### config.mk
export PLATFORM = sky130hd
export DESIGN_NAME = cap_touch_status_irq
export DESIGN_NICKNAME = d
export VERILOG_FILES = /design/src/common/cap_touch_pkg.sv /design/src/cap_touch_status_irq.sv
export VERILOG_INCLUDE_DIRS = /design/src /design/src/common
export SDC_FILE = /design/constraint.sdc
export NUM_CORES = 1
export LEC_CHECK = 0
export BUFFER_PORTS_ARGS = -buffer_cell sky130_fd_sc_hd__buf_2
export CAP_MARGIN = 20
export CORE_MARGIN = 2
export CORE_UTILIZATION = 30
export CTS_CLUSTER_DIAMETER = 60
export CTS_CLUSTER_SIZE = 24
export DETAILED_ROUTE_END_ITERATION = 7
export GPL_ROUTABILITY_DRIVEN = 0
export GPL_TIMING_DRIVEN = 0
export HOLD_SLACK_MARGIN = 0.12
export PLACE_DENSITY_LB_ADDON = 0.08
export SYNTH_ARGS = -nofsm -noshare
export SYNTH_HDL_FRONTEND = slang
export SYNTH_SLANG_ARGS = --single-unit
### constraint.sdc
create_clock -name aclk -period 5.9 [get_ports aclk]
set_clock_uncertainty 0.05 [all_clocks]
set_input_delay 1.77 -clock aclk [delete_from_list [all_inputs] [get_ports aclk]]
set_output_delay 1.77 -clock aclk [all_outputs]
set_load 0.01 [all_outputs]
### src/common/cap_touch_consts.svh
// Register offsets, field masks, bit positions and reset values for the
// touch status and interrupt block. Assumes byte addressing on the bus.
`ifndef CAP_TOUCH_CONSTS_SVH
`define CAP_TOUCH_CONSTS_SVH

`define OFS_MATRIX_CFG2 8'h38
`define OFS_STATUS 8'h3c
`define OFS_SCLR 8'h40
`define OFS_IEN 8'h44
`define OFS_IDIS 8'h48
`define OFS_IMASK 8'h4c

`define ZERO32 32'h0000_0000
`define MATRIX_CFG2_WMASK 32'hf0ff_0fff
`define IRQ_BITS 32'h0000_0306

`define BIT_DONE 9
`define BIT_READY 8
`define BIT_BLREQ 4
`define BIT_ACTIVE 3
`define BIT_CHANGE 2
`define BIT_CAL 1
`define BIT_EN 0

`define HIST_LEN 5
`define CONSENSUS_OFF 3'h0
`define CX_ZERO 8'h00
`define SYNC_ZERO 12'h000
`define SYNC_MAX 12'hfff
`define RESP_OKAY 2'h0
`define RESP_SLVERR 2'h2

`endif

### src/common/cap_touch_pkg.sv
// Types shared by the touch status and interrupt block and its users.
// Assumes the constants header is compiled alongside.
package cap_touch_pkg;

  // Third matrix configuration word, field layout
  typedef struct packed {
    logic comparator_gating_allow;
    logic [2:0] consensus_length;
    logic [3:0] rsvd_hi;
    logic [7:0] sense_cap_discharge_length;
    logic [3:0] rsvd_lo;
    logic [11:0] xline_start_interval;
  } matrix_cfg_two_type;

  // Acquisition events from the sequencer, one-cycle pulses
  typedef struct packed {
    logic start;
    logic complete;
    logic count_avail;
    logic count_taken;
  } acq_events_type;

  // Levels reported by the rest of the touch module
  typedef struct packed {
    logic module_enabled;
    logic burst_len_wait;
    logic auto_active;
    logic auto_calibrating;
  } sense_state_type;

  typedef enum logic [1:0] {
    ENG_IDLE,
    ENG_DISCHARGE,
    ENG_CX_DISCHARGE
  } engine_state_type;

endpackage : cap_touch_pkg

### src/cap_touch_status_irq.sv
// Matrix discharge timing, status flags and interrupt mask of the touch
// module, with an AXI4-Lite register slave. Assumes prescale_tick and the
// event inputs come from logic on aclk; comparator_in is asynchronous.
// Operation
// - Comparator gating bit one lets comparators sleep when idle; zero keeps them on.
// - Nonzero consensus N ends discharge once N of last 5 samples positive.
// - Consensus zero ends discharge as soon as comparator reads positive.
// - After each burst cycle, discharge Cx for the programmed prescaler tick count; the code skips it unless the engine is idle with no discharge request.
// - Nonzero interval spaces X-line starts by that many prescaled ticks.
// - Acquisition-done reads zero while running, one once complete.
// - Count-ready reads one while an acquired count is available.
// - Burst-length-request reads one when the current X line needs lengths.
// - Autonomous-active bit follows the autonomous sensor state.
// - Autonomous status change sets a sticky flag.
// - Calibrating flag is set while the autonomous sensor calibrates and stays set until cleared.
// - Module-enabled bit reads one when the touch module is enabled.
// - Writing one to status clear clears that flag and request; zeros ignored. The code clears sticky flags only; the burst-length request is a live level.
// - Writing one to enable-set sets the matching mask bit.
// - Writing one to enable-clear clears the matching mask bit.
// - Mask one enables its interrupt; all mask bits zero after reset.
// - Burst-length request stays high while waiting for burst lengths.
`timescale 1ns/10ps
`include "cap_touch_consts.svh"
`default_nettype none

module cap_touch_status_irq #(
  parameter int ADDR_W = 8 // Byte address width, at least 8
)
(
  input wire logic aclk, // Module clock, 100 MHz
  input wire logic aresetn, // Synchronous reset, active low
  input wire logic [ADDR_W-1:0] s_axi_awaddr, // Write address
  input wire logic s_axi_awvalid, // Write address valid
  output logic s_axi_awready, // Write address ready
  input wire logic [31:0] s_axi_wdata, // Write data
  input wire logic [3:0] s_axi_wstrb, // Write byte strobes
  input wire logic s_axi_wvalid, // Write data valid
  output logic s_axi_wready, // Write data ready
  output logic [1:0] s_axi_bresp, // Write response code
  output logic s_axi_bvalid, // Write response valid
  input wire logic s_axi_bready, // Write response ready
  input wire logic [ADDR_W-1:0] s_axi_araddr, // Read address
  input wire logic s_axi_arvalid, // Read address valid
  output logic s_axi_arready, // Read address ready
  output logic [31:0] s_axi_rdata, // Read data
  output logic [1:0] s_axi_rresp, // Read response code
  output logic s_axi_rvalid, // Read data valid
  input wire logic s_axi_rready, // Read data ready
  input wire logic prescale_tick, // Pulse per burst prescaler clock
  input wire logic comparator_in, // Raw comparator output
  input wire logic discharge_start, // Pulse: begin matrix discharge
  input wire logic burst_cycle_end, // Pulse: a burst cycle ended
  input wire logic xline_request, // Pulse: next X line is ready
  input wire cap_touch_pkg::acq_events_type acq_events, // Sequencer events
  input wire cap_touch_pkg::sense_state_type sense_state, // Module levels
  output logic comparator_enable, // High: comparators powered
  output logic discharge_done, // Pulse: matrix discharge ended
  output logic cx_discharge, // High: Cx discharge in progress
  output logic xline_start, // Pulse: start acquisition on next X line
  output logic irq // Level interrupt, active high
);

  // Address match on word boundaries; shared by read and write decode
  function automatic logic addr_is(input logic [ADDR_W-1:0] a, input logic [7:0] ofs);
    addr_is = ({a[ADDR_W-1:2], 2'b00} == ADDR_W'(ofs));
  endfunction : addr_is

  // Byte strobes widened to a bit mask
  function automatic logic [31:0] strb_mask(input logic [3:0] s);
    strb_mask = {{8{s[3]}}, {8{s[2]}}, {8{s[1]}}, {8{s[0]}}};
  endfunction : strb_mask

  // Number of positive samples held in the consensus history
  function automatic logic [2:0] ones(input logic [`HIST_LEN-1:0] h);
    logic [2:0] n;
    n = 3'h0;
    for (int i = 0; i < `HIST_LEN; i++)
    begin
      n = n + {2'b00, h[i]};
    end
    ones = n;
  endfunction : ones

  logic awready_reg, awready_next;
  logic wready_reg, wready_next;
  logic aw_full_reg, aw_full_next;
  logic w_full_reg, w_full_next;
  logic [ADDR_W-1:0] waddr_reg;
  logic [31:0] wdata_reg;
  logic [3:0] wstrb_reg;
  logic bvalid_reg, bvalid_next;
  logic [1:0] bresp_reg;
  logic arready_reg, arready_next;
  logic rvalid_reg, rvalid_next;
  logic [31:0] rdata_reg;
  logic [1:0] rresp_reg;

  logic [31:0] cfg_reg, cfg_next;
  logic [31:0] sticky_reg, sticky_next;
  logic [31:0] mask_reg, mask_next;
  logic irq_reg;
  cap_touch_pkg::sense_state_type sense_reg;
  cap_touch_pkg::matrix_cfg_two_type cfg_view;

  logic cmp_s1_reg, cmp_s2_reg, cmp_s3_reg, cmp_level_reg;
  logic [`HIST_LEN-1:0] hist_reg, hist_next;
  cap_touch_pkg::engine_state_type state_reg, state_next;
  logic [7:0] cx_cnt_reg, cx_cnt_next;
  logic cx_discharge_reg, discharge_done_reg, cmp_en_reg;
  logic [11:0] sync_cnt_reg, sync_cnt_next;
  logic pend_reg, pend_next, xline_start_reg;

  // Write channel handshakes; address and data may arrive in either order
  wire aw_take = s_axi_awvalid & awready_reg;
  wire w_take = s_axi_wvalid & wready_reg;
  wire do_write = aw_full_reg & w_full_reg & ~bvalid_reg;
  assign aw_full_next = (aw_full_reg | aw_take) & ~do_write;
  assign w_full_next = (w_full_reg | w_take) & ~do_write;
  assign bvalid_next = (bvalid_reg & ~s_axi_bready) | do_write;
  // Ready stays low while a response waits, so one write is in flight
  assign awready_next = ~aw_full_next & ~bvalid_next;
  assign wready_next = ~w_full_next & ~bvalid_next;

  // Read channel: one read in flight, answered the cycle after it is taken
  wire ar_take = s_axi_arvalid & arready_reg;
  assign rvalid_next = (rvalid_reg & ~s_axi_rready) | ar_take;
  assign arready_next = ~rvalid_next;

  // Write decode
  wire wr_cfg = do_write & addr_is(waddr_reg, `OFS_MATRIX_CFG2);
  wire wr_clr = do_write & addr_is(waddr_reg, `OFS_SCLR);
  wire wr_ien = do_write & addr_is(waddr_reg, `OFS_IEN);
  wire wr_idis = do_write & addr_is(waddr_reg, `OFS_IDIS);
  wire wr_ro = addr_is(waddr_reg, `OFS_STATUS) | addr_is(waddr_reg, `OFS_IMASK);
  wire wr_mapped = wr_cfg | wr_clr | wr_ien | wr_idis | (do_write & wr_ro);
  wire [31:0] wmask = strb_mask(wstrb_reg);
  wire [31:0] wbits = wdata_reg & wmask;

  // Configuration word with byte lanes merged; reserved bits stay zero
  assign cfg_next = wr_cfg ? (((cfg_reg & ~wmask) | wbits) & `MATRIX_CFG2_WMASK) : cfg_reg;
  assign cfg_view = cap_touch_pkg::matrix_cfg_two_type'(cfg_reg);

  // Sticky flags: events set, clear-writes and sequencer events clear
  wire status_change = sense_state.auto_active != sense_reg.auto_active;
  wire [31:0] set_vec = (32'(acq_events.complete) << `BIT_DONE)
                      | (32'(acq_events.count_avail) << `BIT_READY)
                      | (32'(status_change) << `BIT_CHANGE)
                      | (32'(sense_state.auto_calibrating) << `BIT_CAL);
  wire [31:0] clr_vec = (wr_clr ? wbits : `ZERO32)
                      | (32'(acq_events.start) << `BIT_DONE)
                      | (32'(acq_events.count_taken) << `BIT_READY);
  // A set in the clearing cycle survives, so no event is lost
  assign sticky_next = ((sticky_reg & ~clr_vec) | set_vec) & `IRQ_BITS;

  // Mask set and clear by separate one-writes
  wire [31:0] mset = wr_ien ? wbits : `ZERO32;
  wire [31:0] mclr = wr_idis ? wbits : `ZERO32;
  assign mask_next = ((mask_reg | mset) & ~mclr) & `IRQ_BITS;

  // Status word: sticky flags plus live levels
  wire [31:0] status_word = sticky_reg
                          | (32'(sense_reg.burst_len_wait) << `BIT_BLREQ)
                          | (32'(sense_reg.auto_active) << `BIT_ACTIVE)
                          | (32'(sense_reg.module_enabled) << `BIT_EN);

  // Read decode; write-only words read as zero
  wire rd_cfg = addr_is(s_axi_araddr, `OFS_MATRIX_CFG2);
  wire rd_status = addr_is(s_axi_araddr, `OFS_STATUS);
  wire rd_mask = addr_is(s_axi_araddr, `OFS_IMASK);
  wire rd_wo = addr_is(s_axi_araddr, `OFS_SCLR) | addr_is(s_axi_araddr, `OFS_IEN)
             | addr_is(s_axi_araddr, `OFS_IDIS);
  wire rd_mapped = rd_cfg | rd_status | rd_mask | rd_wo;
  wire [31:0] rd_word = rd_cfg ? cfg_reg : rd_status ? status_word : rd_mask ? mask_reg : `ZERO32;

  // Bus registers
  always_ff @(posedge aclk)
  begin
    if (!aresetn)
    begin
      awready_reg <= 1'b0;
      wready_reg <= 1'b0;
      aw_full_reg <= 1'b0;
      w_full_reg <= 1'b0;
      waddr_reg <= '0;
      wdata_reg <= `ZERO32;
      wstrb_reg <= 4'h0;
      bvalid_reg <= 1'b0;
      bresp_reg <= `RESP_OKAY;
      arready_reg <= 1'b0;
      rvalid_reg <= 1'b0;
      rdata_reg <= `ZERO32;
      rresp_reg <= `RESP_OKAY;
    end
    else
    begin
      awready_reg <= awready_next;
      wready_reg <= wready_next;
      aw_full_reg <= aw_full_next;
      w_full_reg <= w_full_next;
      if (aw_take) waddr_reg <= s_axi_awaddr;
      if (w_take) wdata_reg <= s_axi_wdata;
      if (w_take) wstrb_reg <= s_axi_wstrb;
      bvalid_reg <= bvalid_next;
      if (do_write) bresp_reg <= wr_mapped ? `RESP_OKAY : `RESP_SLVERR;
      arready_reg <= arready_next;
      rvalid_reg <= rvalid_next;
      if (ar_take) rdata_reg <= rd_word;
      if (ar_take) rresp_reg <= rd_mapped ? `RESP_OKAY : `RESP_SLVERR;
    end
  end

  // Register file and interrupt line
  always_ff @(posedge aclk)
  begin
    if (!aresetn)
    begin
      cfg_reg <= `ZERO32;
      sticky_reg <= `ZERO32;
      mask_reg <= `ZERO32;
      irq_reg <= 1'b0;
      sense_reg <= '0;
    end
    else
    begin
      cfg_reg <= cfg_next;
      sticky_reg <= sticky_next;
      mask_reg <= mask_next;
      irq_reg <= |(sticky_next & mask_next);
      sense_reg <= sense_state;
    end
  end

  // Comparator synchroniser; a level change counts once stages two and three agree
  always_ff @(posedge aclk)
  begin
    if (!aresetn)
    begin
      cmp_s1_reg <= 1'b0;
      cmp_s2_reg <= 1'b0;
      cmp_s3_reg <= 1'b0;
      cmp_level_reg <= 1'b0;
    end
    else
    begin
      cmp_s1_reg <= comparator_in;
      cmp_s2_reg <= cmp_s1_reg;
      cmp_s3_reg <= cmp_s2_reg;
      if (cmp_s2_reg == cmp_s3_reg) cmp_level_reg <= cmp_s3_reg;
    end
  end

  // Discharge termination; a consensus above five never ends discharge
  wire consensus_off = cfg_view.consensus_length == `CONSENSUS_OFF;
  wire consensus_met = ones(hist_reg) >= cfg_view.consensus_length;
  wire disch_end = consensus_off ? cmp_level_reg : consensus_met;
  wire [7:0] cx_len = cfg_view.sense_cap_discharge_length;
  // Taken from the register, so the next-state logic never reads its own output
  wire cx_last = prescale_tick & (8'(cx_cnt_reg + 8'h01) == cx_len);

  // Engine next state; a discharge request wins over a burst-cycle end
  always_comb
  begin
    state_next = state_reg;
    hist_next = hist_reg;
    cx_cnt_next = cx_cnt_reg;
    unique case (state_reg)
      cap_touch_pkg::ENG_IDLE:
      begin
        if (discharge_start)
        begin
          state_next = cap_touch_pkg::ENG_DISCHARGE;
          hist_next = '0; // Stale samples must not vote
        end
        else if (burst_cycle_end && cx_len != `CX_ZERO)
        begin
          state_next = cap_touch_pkg::ENG_CX_DISCHARGE;
          cx_cnt_next = `CX_ZERO;
        end
      end
      cap_touch_pkg::ENG_DISCHARGE:
      begin
        if (prescale_tick) hist_next = {hist_reg[`HIST_LEN-2:0], cmp_level_reg};
        if (disch_end) state_next = cap_touch_pkg::ENG_IDLE;
      end
      cap_touch_pkg::ENG_CX_DISCHARGE:
      begin
        if (prescale_tick) cx_cnt_next = cx_cnt_reg + 8'h01;
        if (cx_last) state_next = cap_touch_pkg::ENG_IDLE;
      end
    endcase
  end

  // X-line spacing: counter of ticks since the last start, saturating
  wire sync_off = cfg_view.xline_start_interval == `SYNC_ZERO;
  wire start_ok = pend_reg & (sync_off | sync_cnt_reg >= cfg_view.xline_start_interval);
  assign pend_next = (pend_reg & ~start_ok) | xline_request;
  assign sync_cnt_next = start_ok ? `SYNC_ZERO
                       : (prescale_tick && sync_cnt_reg != `SYNC_MAX) ? sync_cnt_reg + 12'h001
                       : sync_cnt_reg;

  // Engine registers and outputs
  always_ff @(posedge aclk)
  begin
    if (!aresetn)
    begin
      state_reg <= cap_touch_pkg::ENG_IDLE;
      hist_reg <= '0;
      cx_cnt_reg <= `CX_ZERO;
      cx_discharge_reg <= 1'b0;
      discharge_done_reg <= 1'b0;
      cmp_en_reg <= 1'b1;
      sync_cnt_reg <= `SYNC_MAX; // First X line need not wait
      pend_reg <= 1'b0;
      xline_start_reg <= 1'b0;
    end
    else
    begin
      state_reg <= state_next;
      hist_reg <= hist_next;
      cx_cnt_reg <= cx_cnt_next;
      cx_discharge_reg <= state_next == cap_touch_pkg::ENG_CX_DISCHARGE;
      discharge_done_reg <= (state_reg == cap_touch_pkg::ENG_DISCHARGE) & disch_end;
      // Powering down only when allowed and no discharge needs the comparator
      cmp_en_reg <= ~cfg_view.comparator_gating_allow
                    | (state_next == cap_touch_pkg::ENG_DISCHARGE);
      sync_cnt_reg <= sync_cnt_next;
      pend_reg <= pend_next;
      xline_start_reg <= start_ok;
    end
  end

  assign s_axi_awready = awready_reg;
  assign s_axi_wready = wready_reg;
  assign s_axi_bvalid = bvalid_reg;
  assign s_axi_bresp = bresp_reg;
  assign s_axi_arready = arready_reg;
  assign s_axi_rvalid = rvalid_reg;
  assign s_axi_rdata = rdata_reg;
  assign s_axi_rresp = rresp_reg;
  assign comparator_enable = cmp_en_reg;
  assign discharge_done = discharge_done_reg;
  assign cx_discharge = cx_discharge_reg;
  assign xline_start = xline_start_reg;
  assign irq = irq_reg;

  a_gate_off_on: assert property (@(posedge aclk) disable iff (!aresetn)
    !cfg_view.comparator_gating_allow |=> comparator_enable)
    else $error("comparator disabled while gating not allowed");

  a_consensus_end: assert property (@(posedge aclk) disable iff (!aresetn)
    (state_reg == cap_touch_pkg::ENG_DISCHARGE && !consensus_off && consensus_met)
    |=> discharge_done && state_reg == cap_touch_pkg::ENG_IDLE)
    else $error("discharge not ended on consensus");

  a_raw_end: assert property (@(posedge aclk) disable iff (!aresetn)
    (state_reg == cap_touch_pkg::ENG_DISCHARGE && consensus_off && !cmp_level_reg)
    |=> !discharge_done)
    else $error("discharge ended with comparator low");

  a_cx_length: assert property (@(posedge aclk) disable iff (!aresetn)
    (cx_discharge && prescale_tick && cx_cnt_reg + 8'h01 == cx_len)
    |=> !cx_discharge)
    else $error("Cx discharge overran its length");

  a_sync_space: assert property (@(posedge aclk) disable iff (!aresetn)
    $rose(xline_start) && !sync_off |-> $past(sync_cnt_reg) >= cfg_view.xline_start_interval)
    else $error("X line started too early");

  a_done_clears: assert property (@(posedge aclk) disable iff (!aresetn)
    acq_events.start && !acq_events.complete |=> !sticky_reg[`BIT_DONE])
    else $error("done flag not cleared at acquisition start");

  a_set_wins: assert property (@(posedge aclk) disable iff (!aresetn)
    wr_clr && wbits[`BIT_CHANGE] && status_change |=> sticky_reg[`BIT_CHANGE])
    else $error("status change lost against clear");

  a_mask_set: assert property (@(posedge aclk) disable iff (!aresetn)
    wr_ien |=> (mask_reg & $past(wbits) & `IRQ_BITS) == ($past(wbits) & `IRQ_BITS))
    else $error("mask bit not set");

  a_mask_clear: assert property (@(posedge aclk) disable iff (!aresetn)
    wr_idis |=> (mask_reg & $past(wbits)) == `ZERO32)
    else $error("mask bit not cleared");

  a_irq_level: assert property (@(posedge aclk) disable iff (!aresetn)
    irq == |(sticky_reg & mask_reg))
    else $error("interrupt line does not match flags and mask");

endmodule : cap_touch_status_irq

`default_nettype wire

==> metrics.txt, run 1 <==
status finished, final reports clean; Max-Cap Viols 0; CP peak stage delay 0.53 ns; Seq/Total Area, Yosys 0.440; register area 2780 sq um; Top Ports 118; most frequent cells in the layout dfxtp_1 (139), nand2_1 (121), buf_2 (103), a21oi_1 (77), nor2_1 (58); fraction of the mapped netlist area in adder cells 0.0479; H-tree Lvls 4; DR WL/cell 16.2 um; critical path's slowest cell nor3_2; Num CTS Buffers 17; fill cell count 2224; starting density of the core 0.303; critical path launch point s_axi_araddr[6]; crit path DAT 3.69 ns; Int Power between 0.0015 and 0.002 W; # nets final 976; synthesized area about 6300 sq um; antenna-violating nets left 0; crit path cell chain buf_2, nand4b_1, or2_2, clkbuf_1, nor3_2, buf_2, a22oi_1, nor2_1; clock buffer depth 2; min Tclk post-route 3.39 ns; area occupied by multi-input gates 3170 sq um; Async S/R FF share, synth 0; instance count on the critical path 8; Yosys reg bits 139; WHS a little under 0.4 ns; post-synthesis compound-gate area fraction 0.176; GRT overflow 0; Peak Freq 295 MHz; # setup viols final 0; Slew headroom 0.557; count of cell types in the netlist 64; GR Util All Layers 0.178; clock share of power 0.457; die height 149 um; Synth Area in Simple Gates 0.222; Buf/Inv on CP 3; CP Capture Type flip-flop; PortBufs 94; Clock transition at path regs 0.06 ns; clk_lat worst skew 0.42 ns; Leak around 3.1 nW; logic gate share of total power 0.096; VDD IR max 0.178 mV; Yosys Warn Count 0; Seq pwr share 0.446; hold_buf cts 0; vias in the first global route 5369; DIE WIDTH 149 um; P_sw 0.000582 W; dpl cell area 7170 sq um; clk sink count ~140; Slew Limit Fails 0; # diodes 0; vias 5489; Power Total about 0.0023 W; worst reg2reg path depth 12; reg2reg start hist_reg[0]; WP data required 6.20 ns; layout cells sized above 1 0.174; Crit Path Max Fanout 10; core area 20800 sq um; fin area between 7000 and 8000 sq um; Synth Area in XOR/XNOR 0.0277; largest net degree at the start of global routing 17; Post-Syn Area per Cell 8.32 sq um; initial antenna violation count 0; count of final hold-check violations 0; largest family of logic cells by synthesized area simple AND/OR/NAND/NOR gates; CP delay by family, top simple AND/OR/NAND/NOR gates; final worst-path cycle share 0.574; DR iter-0 viols 278; hold depth 1; dpl hpwl 14400 um; sw frac 0.257; Hold Path Class flip-flop to flip-flop; Clock Root Buffer clkbuf_16; area delta synth->final 22.3%; commonest non-fill, non-tap cell in the layout dfxtp_1; crit path launch type primary input; Detailed Routing Iterations Pass 1 5; Layout Utilization 0.371; final setup TNS 0 ns; predominant post-synthesis flop cell dfxtp_1; EDFF count, synth 0; DRC violations left 0; crit-path most repeated cell buf_2; final WL approximately 19000 um; DR vias/cell around 4.7; mux contribution to synthesized area 0.0224; power density cells 293 nW/um^2; die area around 22000 sq um; hold path start cmp_s1_reg; RSZ-0062 raised after global routing false; Mapped Cells 759; crit path kind primary input to flip-flop; global-route wire length before repair approximately 30000 um; post-CTS setup buffers 0; CTS tree done; Worst Tran Pin Value 0.665 ns; Rows 53; post-cts resize count 0
[worst paths after layout]
check	endpoint	slack, ns
worst max-delay path	s_axi_rdata[19]	2.51
worst min register to register	cmp_s2_reg	0.39
worst min-delay path	cmp_s2_reg	0.39
worst max register to register	cx_discharge	2.68
[worst register-to-register path: stages (launching register included)]
cell	delay, ns
dfxtp_1	0.34
inv_1	0.07
fa_1	0.53
inv_1	0.05
fa_1	0.36
ha_1	0.19
ha_1	0.29
a21o_1	0.11
a31oi_1	0.03
o21ai_0	0.35
o21ai_1	0.15
or3_4	0.42
and3_1	0.19
[logic make-up (layout without fill, tap and decap cells)]
| kind of cell | count (synthesis) | count (layout) |
|---|---|---|
| buf+inv | 89 | 214 |
| compound gates | 172 | 172 |
| mux | 14 | 14 |
| other cells | 1 | 10 |
| simple gates | 301 | 301 |
| xor+xnor | 20 | 20 |
| fa+ha+maj | 23 | 23 |
| flops | 139 | 139 |
[cell usage after synthesis (7+ instances only)]
cell type  count  area (sq um)
buf_4         10          75.1
and2_1        13          81.3
nand2_1      121           454
and3_1         7          43.8
a21oi_1       77           385
a22oi_1       33           248
inv_1         34           128
clkbuf_1      30           113
o21a_1         7          52.6
nor2_1        58           218
nand3_1       44           220
xnor2_1       15           131
o21ai_0       11          55.1
ha_1          21           263
nor3_1        15          75.1
dfxtp_1      139          2780
mux2i_1       13           130
buf_2          9          45.0
nand4_1        7          43.8
[stage by stage]
step | instances | setup slack (ns)
after CTS | 1168 | 2.47
after floorplan | 768 | 2.73
after detailed placement | 1137 | 2.02
final | 1168 | 2.51
after global routing | 1168 | 2.37
after global placement | 1137 | 2.01
[power by group through the flow]
stage	combinational, W	sequential (W)	clock [W]
after floorplan	0.000148	0.00102	0
after global placement	0.000219	0.00103	0
after detailed placement	0.000221	0.00103	0
after CTS	0.000222	0.00101	0.00106
after global routing	0.000250	0.00101	0.00110
final	0.000218	0.00101	0.00104
[layer usage]
| layer | part of all wire | GRT usage |
|---|---|---|
| met1 | 0.50 | 0.248 |
| met2 | 0.45 | 0.277 |
| met3 | 0.038 | 0.0361 |
| met4 | 0.013 | 0.0533 |
| met5 | 0 | 0 |
[cell type report]
cell class	instances	area share
Buffer	54	0.0345
Clock buffer	19	0.0560
Clock inverter	12	0.0164
Inverter	35	0.0170
Multi-Input combinational cell	540	0.411
Sequential cell	139	0.360
Tap cell	275	0.0445
Timing Repair Buffer	94	0.0609
Note: power is estimated with default switching activity, not from simulation.
==> run 2, diff against run 1 <==
==> constraint.sdc (replaced) <==
create_clock -name aclk -period 3 [get_ports aclk]
set_clock_uncertainty 0.05 [all_clocks]
set_input_delay 0.9 -clock aclk [delete_from_list [all_inputs] [get_ports aclk]]
set_output_delay 0.9 -clock aclk [all_outputs]
set_load 0.01 [all_outputs]
==> run 2 against run 1 <==
  * Worst setup slack worse by 2.5 ns
  * Clock power is 96% higher
  * Sequential power is 97% higher
  * Critical path depth is 4 higher
  * Power is 97% higher
  * Hold slack hardly changed
  * Die area stayed put
  * Critical path type is now flip-flop to flip-flop
  * Highest routed layer unchanged
==> metrics.txt, run 2 (synthesis gave the netlist of run 1 again) <==
GR Util All Layers 0.178; DR iter-0 viols 294; fin area 7830 sq um; CP Capture Type flip-flop; WP data required around 3.3 ns; PortBufs 94; core area 20800 sq um; antenna-violating nets left 0; most frequent cells in the layout dfxtp_1 (136), nand2_1 (121), buf_2 (103), a21oi_1 (77), nor2_1 (58); Clock Root Buffer clkbuf_16; post-CTS setup buffers 0; VDD IR max 0.349 mV; hold path start cmp_s1_reg; final setup TNS 0 ns; clock buffer depth 2; crit path launch type flip-flop; Worst Tran Pin Value around 0.67 ns; initial antenna violation count 0; Leak between 3 and 4 nW; commonest non-fill, non-tap cell in the layout dfxtp_1; CTS tree done; die height 149 um; Top Ports 118; DP Worst Slack -0.240 ns; clk_lat worst skew 0.42 ns; min Tclk post-route 2.96 ns; Detailed Routing Iterations Pass 1 4; dpl cell area around 7000 sq um; crit path kind flip-flop to flip-flop; Layout Utilization 0.376; Hold Path Class flip-flop to flip-flop; fin worst setup slack between 0.04 and 0.05 ns; final worst-path cycle share 0.985; RSZ-0062 raised after global routing true; Max-Cap Viols 0; GRT overflow 0; H-tree Lvls 4; vias in the first global route 5395; starting density of the core 0.303; Slew headroom 0.554; layout cells sized above 1 0.191; crit path DAT 3.22 ns; Rows 53; # nets final slightly below 1000; Peak Freq 338 MHz; # diodes 0; power density cells 569 nW/um^2; DR vias/cell 4.72; vias ~5500; status finished, final reports clean; DR WL/cell 16.4 um; critical path launch point hist_reg[0]; Crit Path Max Fanout 3; reg2reg start hist_reg[0]; count of final hold-check violations 0; DRC violations left 0; clk sink count 139; area delta synth->final 23.9%; final WL 19100 um; Num CTS Buffers 17; Clock transition at path regs 0.06 ns; dpl hpwl 14400 um; die area around 22000 sq um; # setup viols final 0; largest net degree at the start of global routing 17; Slew Limit Fails 0; global-route wire length before repair 29900 um; DIE WIDTH 149 um
==> run 2: path summary, 6_finish.rpt <==
kind / to / slack, ns / cells after the start
max: cx_discharge / 0.04 / 12
min reg2reg: cmp_s2_reg / 0.39 / 1
max reg2reg: cx_discharge / 0.04 / 12
min: cmp_s2_reg / 0.39 / 1
==> run 2: final cells by class <==
cell class / count / area, sq um
buffer: 54 / 267
clock buffer: 19 / 433
clock inverter: 12 / 126
fill: 2214 / 13000
inverter: 35 / 131
multi-input combinational: 540 / 3270
sequential: 139 / 2790
tap: 275 / 344
timing repair buffer: 94 / 470
==> run 2: metrics by stage <==
stage                     power, W  hold slack [ns]  instances
after global routing       0.00466            0.415       1168
after detailed placement   0.00246            0.382       1137
after CTS                  0.00451            0.396       1168
final                      0.00445            0.389       1168
after floorplan            0.00230            0.348        768
after global placement     0.00246            0.371       1137
==> run 2: per-layer routing <==
layer | global-route usage | part of all wire | vias up | wire length [um]
li1 | - | - | 2866 | -
met1 | 0.248 | 0.50 | 2534 | 9600
met2 | 0.277 | 0.45 | 97 | 8590
met3 | 0.0364 | 0.034 | 18 | 641
met4 | 0.0557 | 0.015 | 0 | 279
met5 | 0 | 0 | - | 0
==> run 2: worst max-delay path, cell delays in order, from the launching register on <==
cell	delay, ns
dfxtp_2	0.34
inv_2	0.04
fa_1	0.52
inv_1	0.05
fa_2	0.52
inv_2	0.04
ha_4	0.24
nand2b_4	0.12
a31oi_4	0.08
o21ai_4	0.17
o21ai_2	0.08
or3_4	0.40
and3_4	0.19
==> run 2: where the power goes <==
group	total (W)	switching (W)	leakage (nW)	internal, W
clock network	0.00204	0.000823	0.272	0.00121
registers	0.00199	0.0000686	1.13	0.00192
logic	0.000430	0.000254	1.67	0.000176
==> run 2: what timing repair did <==
action,CTS,global route
gates resized for setup,6,13
pin swaps,3,9
hold buffers,0,0
endpoints found under the setup margin,4,3
